--- src/logic/regfile_pkg.sv ---
package regfile_pkg;

  // ----------------------------------------------------------------
  // Widths
  // ----------------------------------------------------------------
  localparam int NIB_W = 4;
  localparam int PAGE_W = 2;
  localparam int PC_W = 14;
  localparam int SP_W = 10;
  localparam int SP_LOW_W = 6;
  localparam int ENTRY_W = PC_W + 2;
  localparam int LEVELS = 16;
  localparam int NIRQ = 5;
  localparam int CTL_W = 15;
  localparam int PSS_W = 11;
  localparam int CNT_W = 8;
  localparam int OCT_W = 3;
  localparam int PMA_W = 3;
  localparam int MISC_W = 2;
  localparam int ADDR_W = 8;

  // ----------------------------------------------------------------
  // Register byte offsets
  // ----------------------------------------------------------------
  localparam logic [7:0] OFS_ACC = 8'h00;
  localparam logic [7:0] OFS_OPND = 8'h04;
  localparam logic [7:0] OFS_PAGE = 8'h08;
  localparam logic [7:0] OFS_IDX_HI = 8'h0c;
  localparam logic [7:0] OFS_IDX_LO = 8'h10;
  localparam logic [7:0] OFS_SPARE_HI = 8'h14;
  localparam logic [7:0] OFS_SPARE_LO = 8'h18;
  localparam logic [7:0] OFS_FLAGS = 8'h1c;
  localparam logic [7:0] OFS_PC = 8'h20;
  localparam logic [7:0] OFS_SP = 8'h24;
  localparam logic [7:0] OFS_CTL = 8'h28;
  localparam logic [7:0] OFS_PORT = 8'h2c;
  localparam logic [7:0] OFS_MODE = 8'h30;
  localparam logic [7:0] OFS_COUNT = 8'h34;
  localparam logic [7:0] OFS_PSS = 8'h38;

  // ----------------------------------------------------------------
  // Control bit space, reachable by bit clear and test, and by bit set except the request flags
  // ----------------------------------------------------------------
  localparam int BIT_IE = 0;
  localparam int BIT_IF0 = 1;
  localparam int BIT_IM0 = 6;
  localparam int BIT_WATCHDOG_ON_BIT = 11;
  localparam int BIT_CONV = 12;
  localparam int BIT_CUROFF = 13;
  localparam int BIT_REINIT = 14;
  localparam logic [14:0] CTL_RESET = 15'h07c0;
  localparam logic [14:0] CTL_IF_MASK = 15'h003e;

  // ----------------------------------------------------------------
  // Reset values
  // ----------------------------------------------------------------
  localparam logic [5:0] SP_LOW_RESET = 6'h3f;
  localparam logic [3:0] SP_HIGH = 4'hf;
  localparam logic [5:0] SP_STEP = 6'h04;
  localparam logic [13:0] PC_RESET = 14'h0000;
  localparam logic [3:0] PORT_DATA_RESET = 4'hf;

  typedef enum logic [3:0] {
    OP_NOP = 4'h0, OP_LOAD = 4'h1, OP_ARITH = 4'h2, OP_STATUS = 4'h3,
    OP_SET_C = 4'h4, OP_CLR_C = 4'h5, OP_ROTATE_LEFT_INSTR = 4'h6, OP_ROTATE_RIGHT_INSTR = 4'h7,
    OP_BRANCH = 4'h8, OP_CALL = 4'h9, OP_RTN = 4'ha, OP_INTERRUPT_RETURN_INSTR = 4'hb,
    OP_INT = 4'hc, OP_BIT_SET = 4'hd, OP_BIT_CLR = 4'he,
    OP_BIT_TEST = 4'hf
  } op_type;

  typedef enum logic [1:0] {
    SEQ_IDLE = 2'b00, SEQ_PUSH = 2'b01, SEQ_VECT = 2'b10
  } seq_type;

endpackage

--- src/logic/cpu_regfile.sv ---
// Local design decisions: the Avalon-MM slave port and the register offsets.
`timescale 1ns/1ps
// Contract
// - Accumulator and operand register, four bits each
// - Page index plus two nibble indexes address RAM
// - Low index selects discrete port bit
// - Two spare nibbles partner the index registers
// - Carry takes overflow, set, clear, rotate
// - Carry stacked on interrupt, INTERRUPT_RETURN_INSTR restores, SUBROUTINE_RETURN_INSTR not
// - Status takes results, conditions branches and calls
// - Status holds until next updating instruction
// - Status forced to one after branch or call
// - Status stacked on interrupt, restored on return
// - Program counter is fourteen bit counter
// - Stack pointer ten bits, next free slot
// - Push subtracts four, pull adds four
// - Top four pointer bits fixed at ones
// - Reset or reinit bit clear loads 3FF
// - Reset: counter zero, status one, stack empty
// - Reset clears enable and requests, sets masks
// - Reset sets port data, clears directions
// - Reset clears peripheral modes and counters
// - Bit instructions reach control bits; request flag bits by clear and test only
// - Interrupt entry pushes in second cycle, vectors in third
module cpu_regfile
  import regfile_pkg::*;
#(
  parameter int STACK_LEVELS = 16
)
(
  // Clock and reset
  input wire logic core_clk_in,
  input wire logic rst_in,
  input wire logic clk_en_in,
  // Avalon-MM slave
  input wire logic [regfile_pkg::ADDR_W-1:0] avs_address_in,
  input wire logic avs_read_in,
  input wire logic avs_write_in,
  input wire logic [31:0] avs_writedata_in,
  input wire logic [3:0] avs_byteenable_in,
  output logic [31:0] avs_readdata_out,
  output logic avs_waitrequest_out,
  // Core operation port
  input wire logic op_valid_in,
  input wire regfile_pkg::op_type op_code_in,
  input wire logic [2:0] op_sel_in,
  input wire logic [regfile_pkg::NIB_W-1:0] op_data_in,
  input wire logic op_carry_in,
  input wire logic op_flag_in,
  input wire logic [regfile_pkg::PC_W-1:0] op_target_in,
  input wire logic [3:0] op_bit_in,
  output logic op_ready_out,
  // Interrupt request events
  input wire logic [regfile_pkg::NIRQ-1:0] irq_set_in,
  // Register views
  output logic [regfile_pkg::NIB_W-1:0] accumulator_out,
  output logic [regfile_pkg::NIB_W-1:0] operand_out,
  output logic [9:0] ram_addr_out,
  output logic [regfile_pkg::NIB_W-1:0] port_bit_sel_out,
  output logic carry_flag_out,
  output logic branch_condition_flag_out,
  output logic [regfile_pkg::PC_W-1:0] program_counter_out,
  output logic [regfile_pkg::SP_W-1:0] stack_pointer_out,
  output logic [regfile_pkg::CTL_W-1:0] ctl_bits_out,
  output logic [3:0] port_output_data_out,
  output logic [3:0] port_direction_0_out,
  output logic [3:0] discrete_port_direction_0_out
);
  import regfile_pkg::*;

  // ----------------------------------------------------------------
  // State
  // ----------------------------------------------------------------
  typedef struct packed {
    logic [3:0] accumulator, operand_register;
    logic [1:0] ram_page_index;
    logic [3:0] ram_index_high, ram_index_low;
    logic [3:0] spare_index_high, spare_index_low;
    logic carry_flag, status;
    logic [PC_W-1:0] pc;
    logic [SP_LOW_W-1:0] sp_low;
    logic [LEVELS-1:0][ENTRY_W-1:0] stack;
    logic [CTL_W-1:0] ctl;
    seq_type seq;
    logic ready;
    logic [PC_W-1:0] vector;
    logic [3:0] port_data, port_dir, disc_dir;
    logic [PMA_W-1:0] port_mode_a;
    logic [3:0] timer_b_mode_1, serial_mode, converter_mode_1;
    logic [MISC_W-1:0] misc;
    logic [CNT_W-1:0] timer_b_count, timer_c_count;
    logic [3:0] twb_low, twc_low;
    logic [OCT_W-1:0] octal;
    logic [PSS_W-1:0] serial_prescaler;
    logic [31:0] rdata;
    logic waitreq;
  } state_type;
  localparam state_type RESET_STATE = '{
    status: 1'b1, sp_low: SP_LOW_RESET, ctl: CTL_RESET,
    seq: SEQ_IDLE, ready: 1'b1, port_data: PORT_DATA_RESET,
    waitreq: 1'b1, pc: PC_RESET, default: '0};
  if (STACK_LEVELS != LEVELS)
    $error("cpu_regfile: stack depth is fixed by the pointer width");
  state_type s_q, s_d;

  // ----------------------------------------------------------------
  // Helpers
  // ----------------------------------------------------------------
  function automatic logic [31:0] merge(input logic [31:0] old_v,
    input logic [31:0] new_v, input logic [3:0] be);
    logic [31:0] r;
    r = old_v;
    for (int i = 0; i < 4; i++)
      if (be[i])
        r[i*8 +: 8] = new_v[i*8 +: 8];
    return r;
  endfunction

  function automatic logic [31:0] read_mux(input state_type s,
                                           input logic [7:0] a);
    logic [31:0] r;
    r = '0;
    unique case (a)
      OFS_ACC: r[3:0] = s.accumulator;
      OFS_OPND: r[3:0] = s.operand_register;
      OFS_PAGE: r[1:0] = s.ram_page_index;
      OFS_IDX_HI: r[3:0] = s.ram_index_high;
      OFS_IDX_LO: r[3:0] = s.ram_index_low;
      OFS_SPARE_HI: r[3:0] = s.spare_index_high;
      OFS_SPARE_LO: r[3:0] = s.spare_index_low;
      OFS_FLAGS: r[1:0] = {s.status, s.carry_flag};
      OFS_PC: r[PC_W-1:0] = s.pc;
      OFS_SP: r[SP_W-1:0] = {SP_HIGH, s.sp_low};
      OFS_CTL: r[CTL_W-1:0] = s.ctl;
      OFS_PORT: r[14:0] = {s.port_mode_a, s.disc_dir, s.port_dir,
                           s.port_data};
      OFS_MODE: r[13:0] = {s.misc, s.converter_mode_1, s.serial_mode,
                           s.timer_b_mode_1};
      OFS_COUNT: r[26:0] = {s.octal, s.twc_low, s.twb_low,
                            s.timer_c_count, s.timer_b_count};
      OFS_PSS: r[PSS_W-1:0] = s.serial_prescaler;
      default: r = '0;
    endcase
    return r;
  endfunction

  // ----------------------------------------------------------------
  // Next state
  // ----------------------------------------------------------------
  logic take_op, bus_req;
  logic [31:0] wv;
  logic [SP_LOW_W-1:0] sp_pull;
  logic [ENTRY_W-1:0] top;
  always_comb
  begin
    s_d = s_q;
    take_op = op_valid_in && s_q.ready;
    bus_req = (avs_read_in || avs_write_in) && s_q.waitreq;
    wv = merge(read_mux(s_q, avs_address_in), avs_writedata_in,
               avs_byteenable_in);
    sp_pull = s_q.sp_low + SP_STEP;
    top = s_q.stack[sp_pull[SP_LOW_W-1:2]];
    if (clk_en_in)
    begin
      // Bus: answer one cycle after the request is seen
      s_d.waitreq = !bus_req;
      if (bus_req)
        s_d.rdata = read_mux(s_q, avs_address_in);
      if (bus_req && avs_write_in)
      begin
        unique case (avs_address_in)
          OFS_ACC: s_d.accumulator = wv[3:0];
          OFS_OPND: s_d.operand_register = wv[3:0];
          OFS_PAGE: s_d.ram_page_index = wv[1:0];
          OFS_IDX_HI: s_d.ram_index_high = wv[3:0];
          OFS_IDX_LO: s_d.ram_index_low = wv[3:0];
          OFS_SPARE_HI: s_d.spare_index_high = wv[3:0];
          OFS_SPARE_LO: s_d.spare_index_low = wv[3:0];
          OFS_FLAGS: s_d.carry_flag = wv[0];
          OFS_CTL:
          begin
            // Software may clear but never raise a request flag
            s_d.ctl = (wv[CTL_W-1:0] & ~CTL_IF_MASK)
                      | (wv[CTL_W-1:0] & s_q.ctl & CTL_IF_MASK);
            if (s_q.ctl[BIT_REINIT] && !wv[BIT_REINIT])
              s_d.sp_low = SP_LOW_RESET;
          end
          OFS_PORT:
            {s_d.port_mode_a, s_d.disc_dir, s_d.port_dir,
             s_d.port_data} = wv[14:0];
          OFS_MODE:
            {s_d.misc, s_d.converter_mode_1, s_d.serial_mode,
             s_d.timer_b_mode_1} = wv[13:0];
          OFS_COUNT:
            {s_d.octal, s_d.twc_low, s_d.twb_low, s_d.timer_c_count,
             s_d.timer_b_count} = wv[26:0];
          OFS_PSS: s_d.serial_prescaler = wv[PSS_W-1:0];
          default: s_d.rdata = s_d.rdata;
        endcase
      end
      // Interrupt entry sequence, cycle one was the accept cycle
      unique case (s_q.seq)
        SEQ_IDLE: s_d.seq = SEQ_IDLE;
        SEQ_PUSH:
        begin
          s_d.stack[s_q.sp_low[SP_LOW_W-1:2]] =
            {s_q.carry_flag, s_q.status, s_q.pc};
          s_d.sp_low = s_q.sp_low - SP_STEP;
          s_d.seq = SEQ_VECT;
        end
        SEQ_VECT:
        begin
          s_d.pc = s_q.vector;
          s_d.ctl[BIT_IE] = 1'b0;
          s_d.seq = SEQ_IDLE;
        end
        default: s_d.seq = SEQ_IDLE;
      endcase
      if (take_op)
      begin
        s_d.pc = s_q.pc + 14'h0001;
        unique case (op_code_in)
          OP_NOP: s_d.pc = s_d.pc;
          OP_LOAD:
            unique case (op_sel_in)
              3'h0: s_d.accumulator = op_data_in;
              3'h1: s_d.operand_register = op_data_in;
              3'h2: s_d.ram_page_index = op_data_in[1:0];
              3'h3: s_d.ram_index_high = op_data_in;
              3'h4: s_d.ram_index_low = op_data_in;
              3'h5: s_d.spare_index_high = op_data_in;
              3'h6: s_d.spare_index_low = op_data_in;
              default: s_d.pc = s_d.pc;
            endcase
          OP_ARITH:
          begin
            s_d.accumulator = op_data_in;
            s_d.carry_flag = op_carry_in;
            s_d.status = op_carry_in;
          end
          OP_STATUS: s_d.status = op_flag_in;
          OP_SET_C: s_d.carry_flag = 1'b1;
          OP_CLR_C: s_d.carry_flag = 1'b0;
          OP_ROTATE_LEFT_INSTR:
            {s_d.carry_flag, s_d.accumulator} =
              {s_q.accumulator, s_q.carry_flag};
          OP_ROTATE_RIGHT_INSTR:
            {s_d.accumulator, s_d.carry_flag} =
              {s_q.carry_flag, s_q.accumulator};
          OP_BRANCH:
          begin
            if (s_q.status)
              s_d.pc = op_target_in;
            s_d.status = 1'b1;
          end
          OP_CALL:
          begin
            if (s_q.status)
            begin
              s_d.stack[s_q.sp_low[SP_LOW_W-1:2]] =
                {s_q.carry_flag, s_q.status, s_d.pc};
              s_d.sp_low = s_q.sp_low - SP_STEP;
              s_d.pc = op_target_in;
            end
            s_d.status = 1'b1;
          end
          OP_RTN:
          begin
            s_d.pc = top[PC_W-1:0];
            s_d.sp_low = sp_pull;
          end
          OP_INTERRUPT_RETURN_INSTR:
          begin
            {s_d.carry_flag, s_d.status, s_d.pc} = top;
            s_d.sp_low = sp_pull;
            s_d.ctl[BIT_IE] = 1'b1;
          end
          OP_INT:
          begin
            // Hold the pc so the pushed address is the resume point
            s_d.pc = s_q.pc;
            s_d.vector = op_target_in;
            s_d.seq = SEQ_PUSH;
          end
          OP_BIT_SET:
            if (op_bit_in < 4'(CTL_W) && !CTL_IF_MASK[op_bit_in])
              s_d.ctl[op_bit_in] = 1'b1;
          OP_BIT_CLR:
            if (op_bit_in < 4'(CTL_W))
            begin
              s_d.ctl[op_bit_in] = 1'b0;
              if (op_bit_in == 4'(BIT_REINIT))
                s_d.sp_low = SP_LOW_RESET;
            end
          OP_BIT_TEST:
            if (op_bit_in < 4'(CTL_W))
              s_d.status = s_q.ctl[op_bit_in];
        endcase
      end
      // Hardware request beats a same-cycle software clear
      for (int i = 0; i < NIRQ; i++)
        if (irq_set_in[i])
          s_d.ctl[BIT_IF0 + i] = 1'b1;
      s_d.ready = (s_d.seq == SEQ_IDLE);
    end
  end

  always_ff @(posedge core_clk_in or posedge rst_in)
  begin
    if (rst_in)
      s_q <= RESET_STATE;
    else
      s_q <= s_d;
  end

  // ----------------------------------------------------------------
  // Outputs
  // ----------------------------------------------------------------
  assign avs_readdata_out = s_q.rdata;
  assign avs_waitrequest_out = s_q.waitreq;
  assign op_ready_out = s_q.ready;
  assign accumulator_out = s_q.accumulator;
  assign operand_out = s_q.operand_register;
  assign ram_addr_out = {s_q.ram_page_index, s_q.ram_index_high,
                         s_q.ram_index_low};
  assign port_bit_sel_out = s_q.ram_index_low;
  assign carry_flag_out = s_q.carry_flag;
  assign branch_condition_flag_out = s_q.status;
  assign program_counter_out = s_q.pc;
  assign stack_pointer_out = {SP_HIGH, s_q.sp_low};
  assign ctl_bits_out = s_q.ctl;
  assign port_output_data_out = s_q.port_data;
  assign port_direction_0_out = s_q.port_dir;
  assign discrete_port_direction_0_out = s_q.disc_dir;

  // ----------------------------------------------------------------
  // Assertions
  // ----------------------------------------------------------------
  logic acc_op;
  assign acc_op = op_valid_in && op_ready_out && clk_en_in;
endmodule

--- config.mk ---
export PLATFORM = sky130hd
export DESIGN_NAME = cpu_regfile
export DESIGN_NICKNAME = d
export VERILOG_FILES = /design/src/logic/regfile_pkg.sv /design/src/logic/cpu_regfile.sv
export SDC_FILE = /design/constraint.sdc
export NUM_CORES = 2
export LEC_CHECK = 0
export BUFFER_PORTS_ARGS = -buffer_cell sky130_fd_sc_hd__clkbuf_2
export CORE_ASPECT_RATIO = 0.8
export CORE_UTILIZATION = 60
export CTS_CLUSTER_SIZE = 12
export DETAILED_ROUTE_END_ITERATION = 12
export GPL_ROUTABILITY_DRIVEN = 0
export PLACE_DENSITY = 0.8
export REMOVE_ABC_BUFFERS = 1
export SETUP_SLACK_MARGIN = 0.5
export SLEW_MARGIN = 10
export SYNTH_ARGS = -nofsm -noshare
export SYNTH_HDL_FRONTEND = slang
export SYNTH_SLANG_ARGS = --single-unit
--- constraint.sdc ---
create_clock -name core_clk_in -period 24.2 [get_ports core_clk_in]
set_input_delay 6.05 -clock core_clk_in [delete_from_list [all_inputs] [get_ports core_clk_in]]
set_output_delay 6.05 -clock core_clk_in [all_outputs]
set_load 0.01 [all_outputs]
==> metrics <==
crit path DAT 9.83 ns; asr flop ratio synth 100%; Final #Nets 2749; Initial DRC Count 5096; non-filler cells, final 3237; Critical Path Start Type input port; period utilization 38.9%; Pre-antenna DRT Iters 9; Initial Util 61.5%; setup_tns 0 ns; TritonCTS Buffers 45; Max Root-Sink Buffers 3; CTS clk-pin slew, worst paths 0.06 ns; initial antenna violation count 6; CP endpoint kind register; synthesis-to-finish area growth 7.08%; Die X 232 um; Die Y 186 um; Setup Buffers After CTS 0; ys flop type dfrtp_1; Post-synth EDFFs 0; Warnings, synthesis 0; Worst EP required 24.61 ns; Via-to-Cell Ratio 7.61; Synth Instances 2686; post-CTS sizing 0; core footprint 41100 um^2; Crit path max-delay family simple AND/OR/NAND/NOR gates; final setup fails 0; Mapped Area 25300 um^2; clk root buf clkbuf_16; post-synth cell types 97; CTS Sinks 431; Wirelength per Cell 29.6 um; global route overflow 0; first-pass GRT wire length 141000 um; most common cell after layout, fill and taps aside dfrtp_1; IO buf count 180; register bit total from synthesis 431; CP max stage cell and3_1; drt total wl 95900 um; post-cts hold buffer count 0; WP buf/inv 3; PwrDens 78.0 nW/um^2; all-layer global routing usage 44.0%; Placed Cells 3155; post-DP HPWL 63600 um; Vias 24600; maxcap violations 0; Slew HR 3.09%; fmax 106 MHz; CTS tree built; skew final 0.0241 ns; share of cells above drive strength 1 20.0%; Tightest Pin Transition 1.44 ns; CP Max Fanout 23; Rows 66; CP max stage delay 0.95 ns; die area 43000 um^2; drt drc 0; Boundary Pins 195; sequential fraction of the synthesis area 42.7%; DRT antenna net count 0; RSZ-0062 raised after global routing false; most frequent cells in the layout dfrtp_1 (413), nand2_1 (273), nor2_1 (237), a21oi_1 (237), o21ai_0 (198); status finished clean; synthesized area per cell 9.42 um^2; Final Hold Vio Count 0; Cell Chain, Critical Path clkbuf_2 -> inv_1 -> nor3_4 -> buf_4 -> and3_1 -> o21ai_2 -> nand2_1 -> o221ai_1; Clock Latency Late Sink 0.58 ns; worst hold path class reg2reg; Leak 11.5 nW; vias in the first global route 23300; IR drop worst, VDD 0.0706 mV; CTS H-tree lvls 2; Crit Path Category in2reg; Slew Viols, Final 0; largest net degree at the start of global routing 177; minimum clock period 9.42 ns
## layout make-up
cell class,count,area [um^2]
fill,3190,14000
multi-input combinational,1908,12700
inverter,30,120
antenna,3,7.51
tap,544,681
clock inverter,7,48.8
sequential,431,10800
timing repair buffer,242,1400
clock buffer,72,1320
## kinds of logic (layout without fill, tap and decap cells)
kind of cell | after synthesis | in the layout | share of synthesized area [%]
xor+xnor | 38 | 38 | 1.38
other cells | 2 | 12 | 0.0297
compound gates | 858 | 858 | 21.3
mux | 196 | 196 | 12.0
simple gates | 802 | 802 | 14.9
buf+inv | 354 | 351 | 7.36
fa+ha+maj | 5 | 5 | 0.247
flops | 431 | 431 | 42.7
## where the power goes
group / switching, mW / internal (mW) / total (mW)
registers: 0.0690 / 0.793 / 0.862
logic: 0.377 / 0.200 / 0.577
clock network: 0.301 / 0.372 / 0.673
total: 0.747 / 1.36 / 2.11
## metrics by stage
step | setup WS, ns | power (mW) | area, um^2 | util (%) | hold slack (ns)
global route | 14.85 | 2.15 | 27100 | 65.8 | 0.496
CTS | 15.26 | 2.07 | 27100 | 65.8 | 0.474
floorplan | 6.18 | 1.18 | 23600 | - | 0.440
global placement | 14.69 | 1.39 | 25700 | 62.5 | 0.455
finish | 14.78 | 2.11 | 27100 | 65.9 | 0.472
detailed placement | 14.67 | 1.41 | 25700 | 62.5 | 0.462
## path summary, 6_finish.rpt
| path | startpoint | to | slack, ns | cells past startpoint |
|---|---|---|---|---|
| hold reg to reg | port_output_data_out[2] | port_output_data_out[2] | 0.47 | 2 |
| max in group asynchronous | rst_in | port_bit_sel_out[0] | 16.96 | 3 |
| min in group asynchronous | rst_in | s_q[167] | 5.62 | 2 |
| setup reg to reg | stack_pointer_out[2] | branch_condition_flag_out | 19.25 | 9 |
| setup / recovery | op_code_in[0] | s_q[289] | 14.78 | 8 |
| hold / removal | port_output_data_out[2] | port_output_data_out[2] | 0.47 | 2 |
## flip-flops by register name, indices dropped and copies added (netlist names), 6 cells and up
| name | cells |
|---|---|
| avs_readdata_out | 27 |
| ctl_bits_out | 15 |
| program_counter_out | 14 |
| ram_addr_out | 6 |
| s_q | 335 |
| stack_pointer_out | 6 |
## metal layers
layer / routed length (um) / share of wire, % / track usage [%]
met1: 33200 / 35 / 56.8
met2: 37900 / 39 / 58.8
met3: 18200 / 19 / 23.9
met4: 6520 / 6.8 / 22.9
met5: 45 / 0.047 / 0
## synthesized netlist by cell type, types with 46 or more instances
| cell | instances | area (um^2) |
|---|---|---|
| a21oi_1 | 237 | 1190 |
| buf_2 | 46 | 230 |
| o21ai_0 | 200 | 1000 |
| mux4_2 | 78 | 1760 |
| clkbuf_1 | 134 | 503 |
| buf_4 | 111 | 833 |
| o22ai_1 | 138 | 863 |
| nand3_1 | 82 | 410 |
| nand2_1 | 273 | 1020 |
| dfrtp_1 | 413 | 10300 |
| nor2_1 | 238 | 893 |
| mux2_2 | 86 | 968 |
## tightest hold or removal path, cell delays in order (launching register included)
cell     delay (ns)
dfstp_2        0.37
nand2_1        0.05
o21ai_1        0.05
Note: power is estimated with default switching activity, not from simulation.
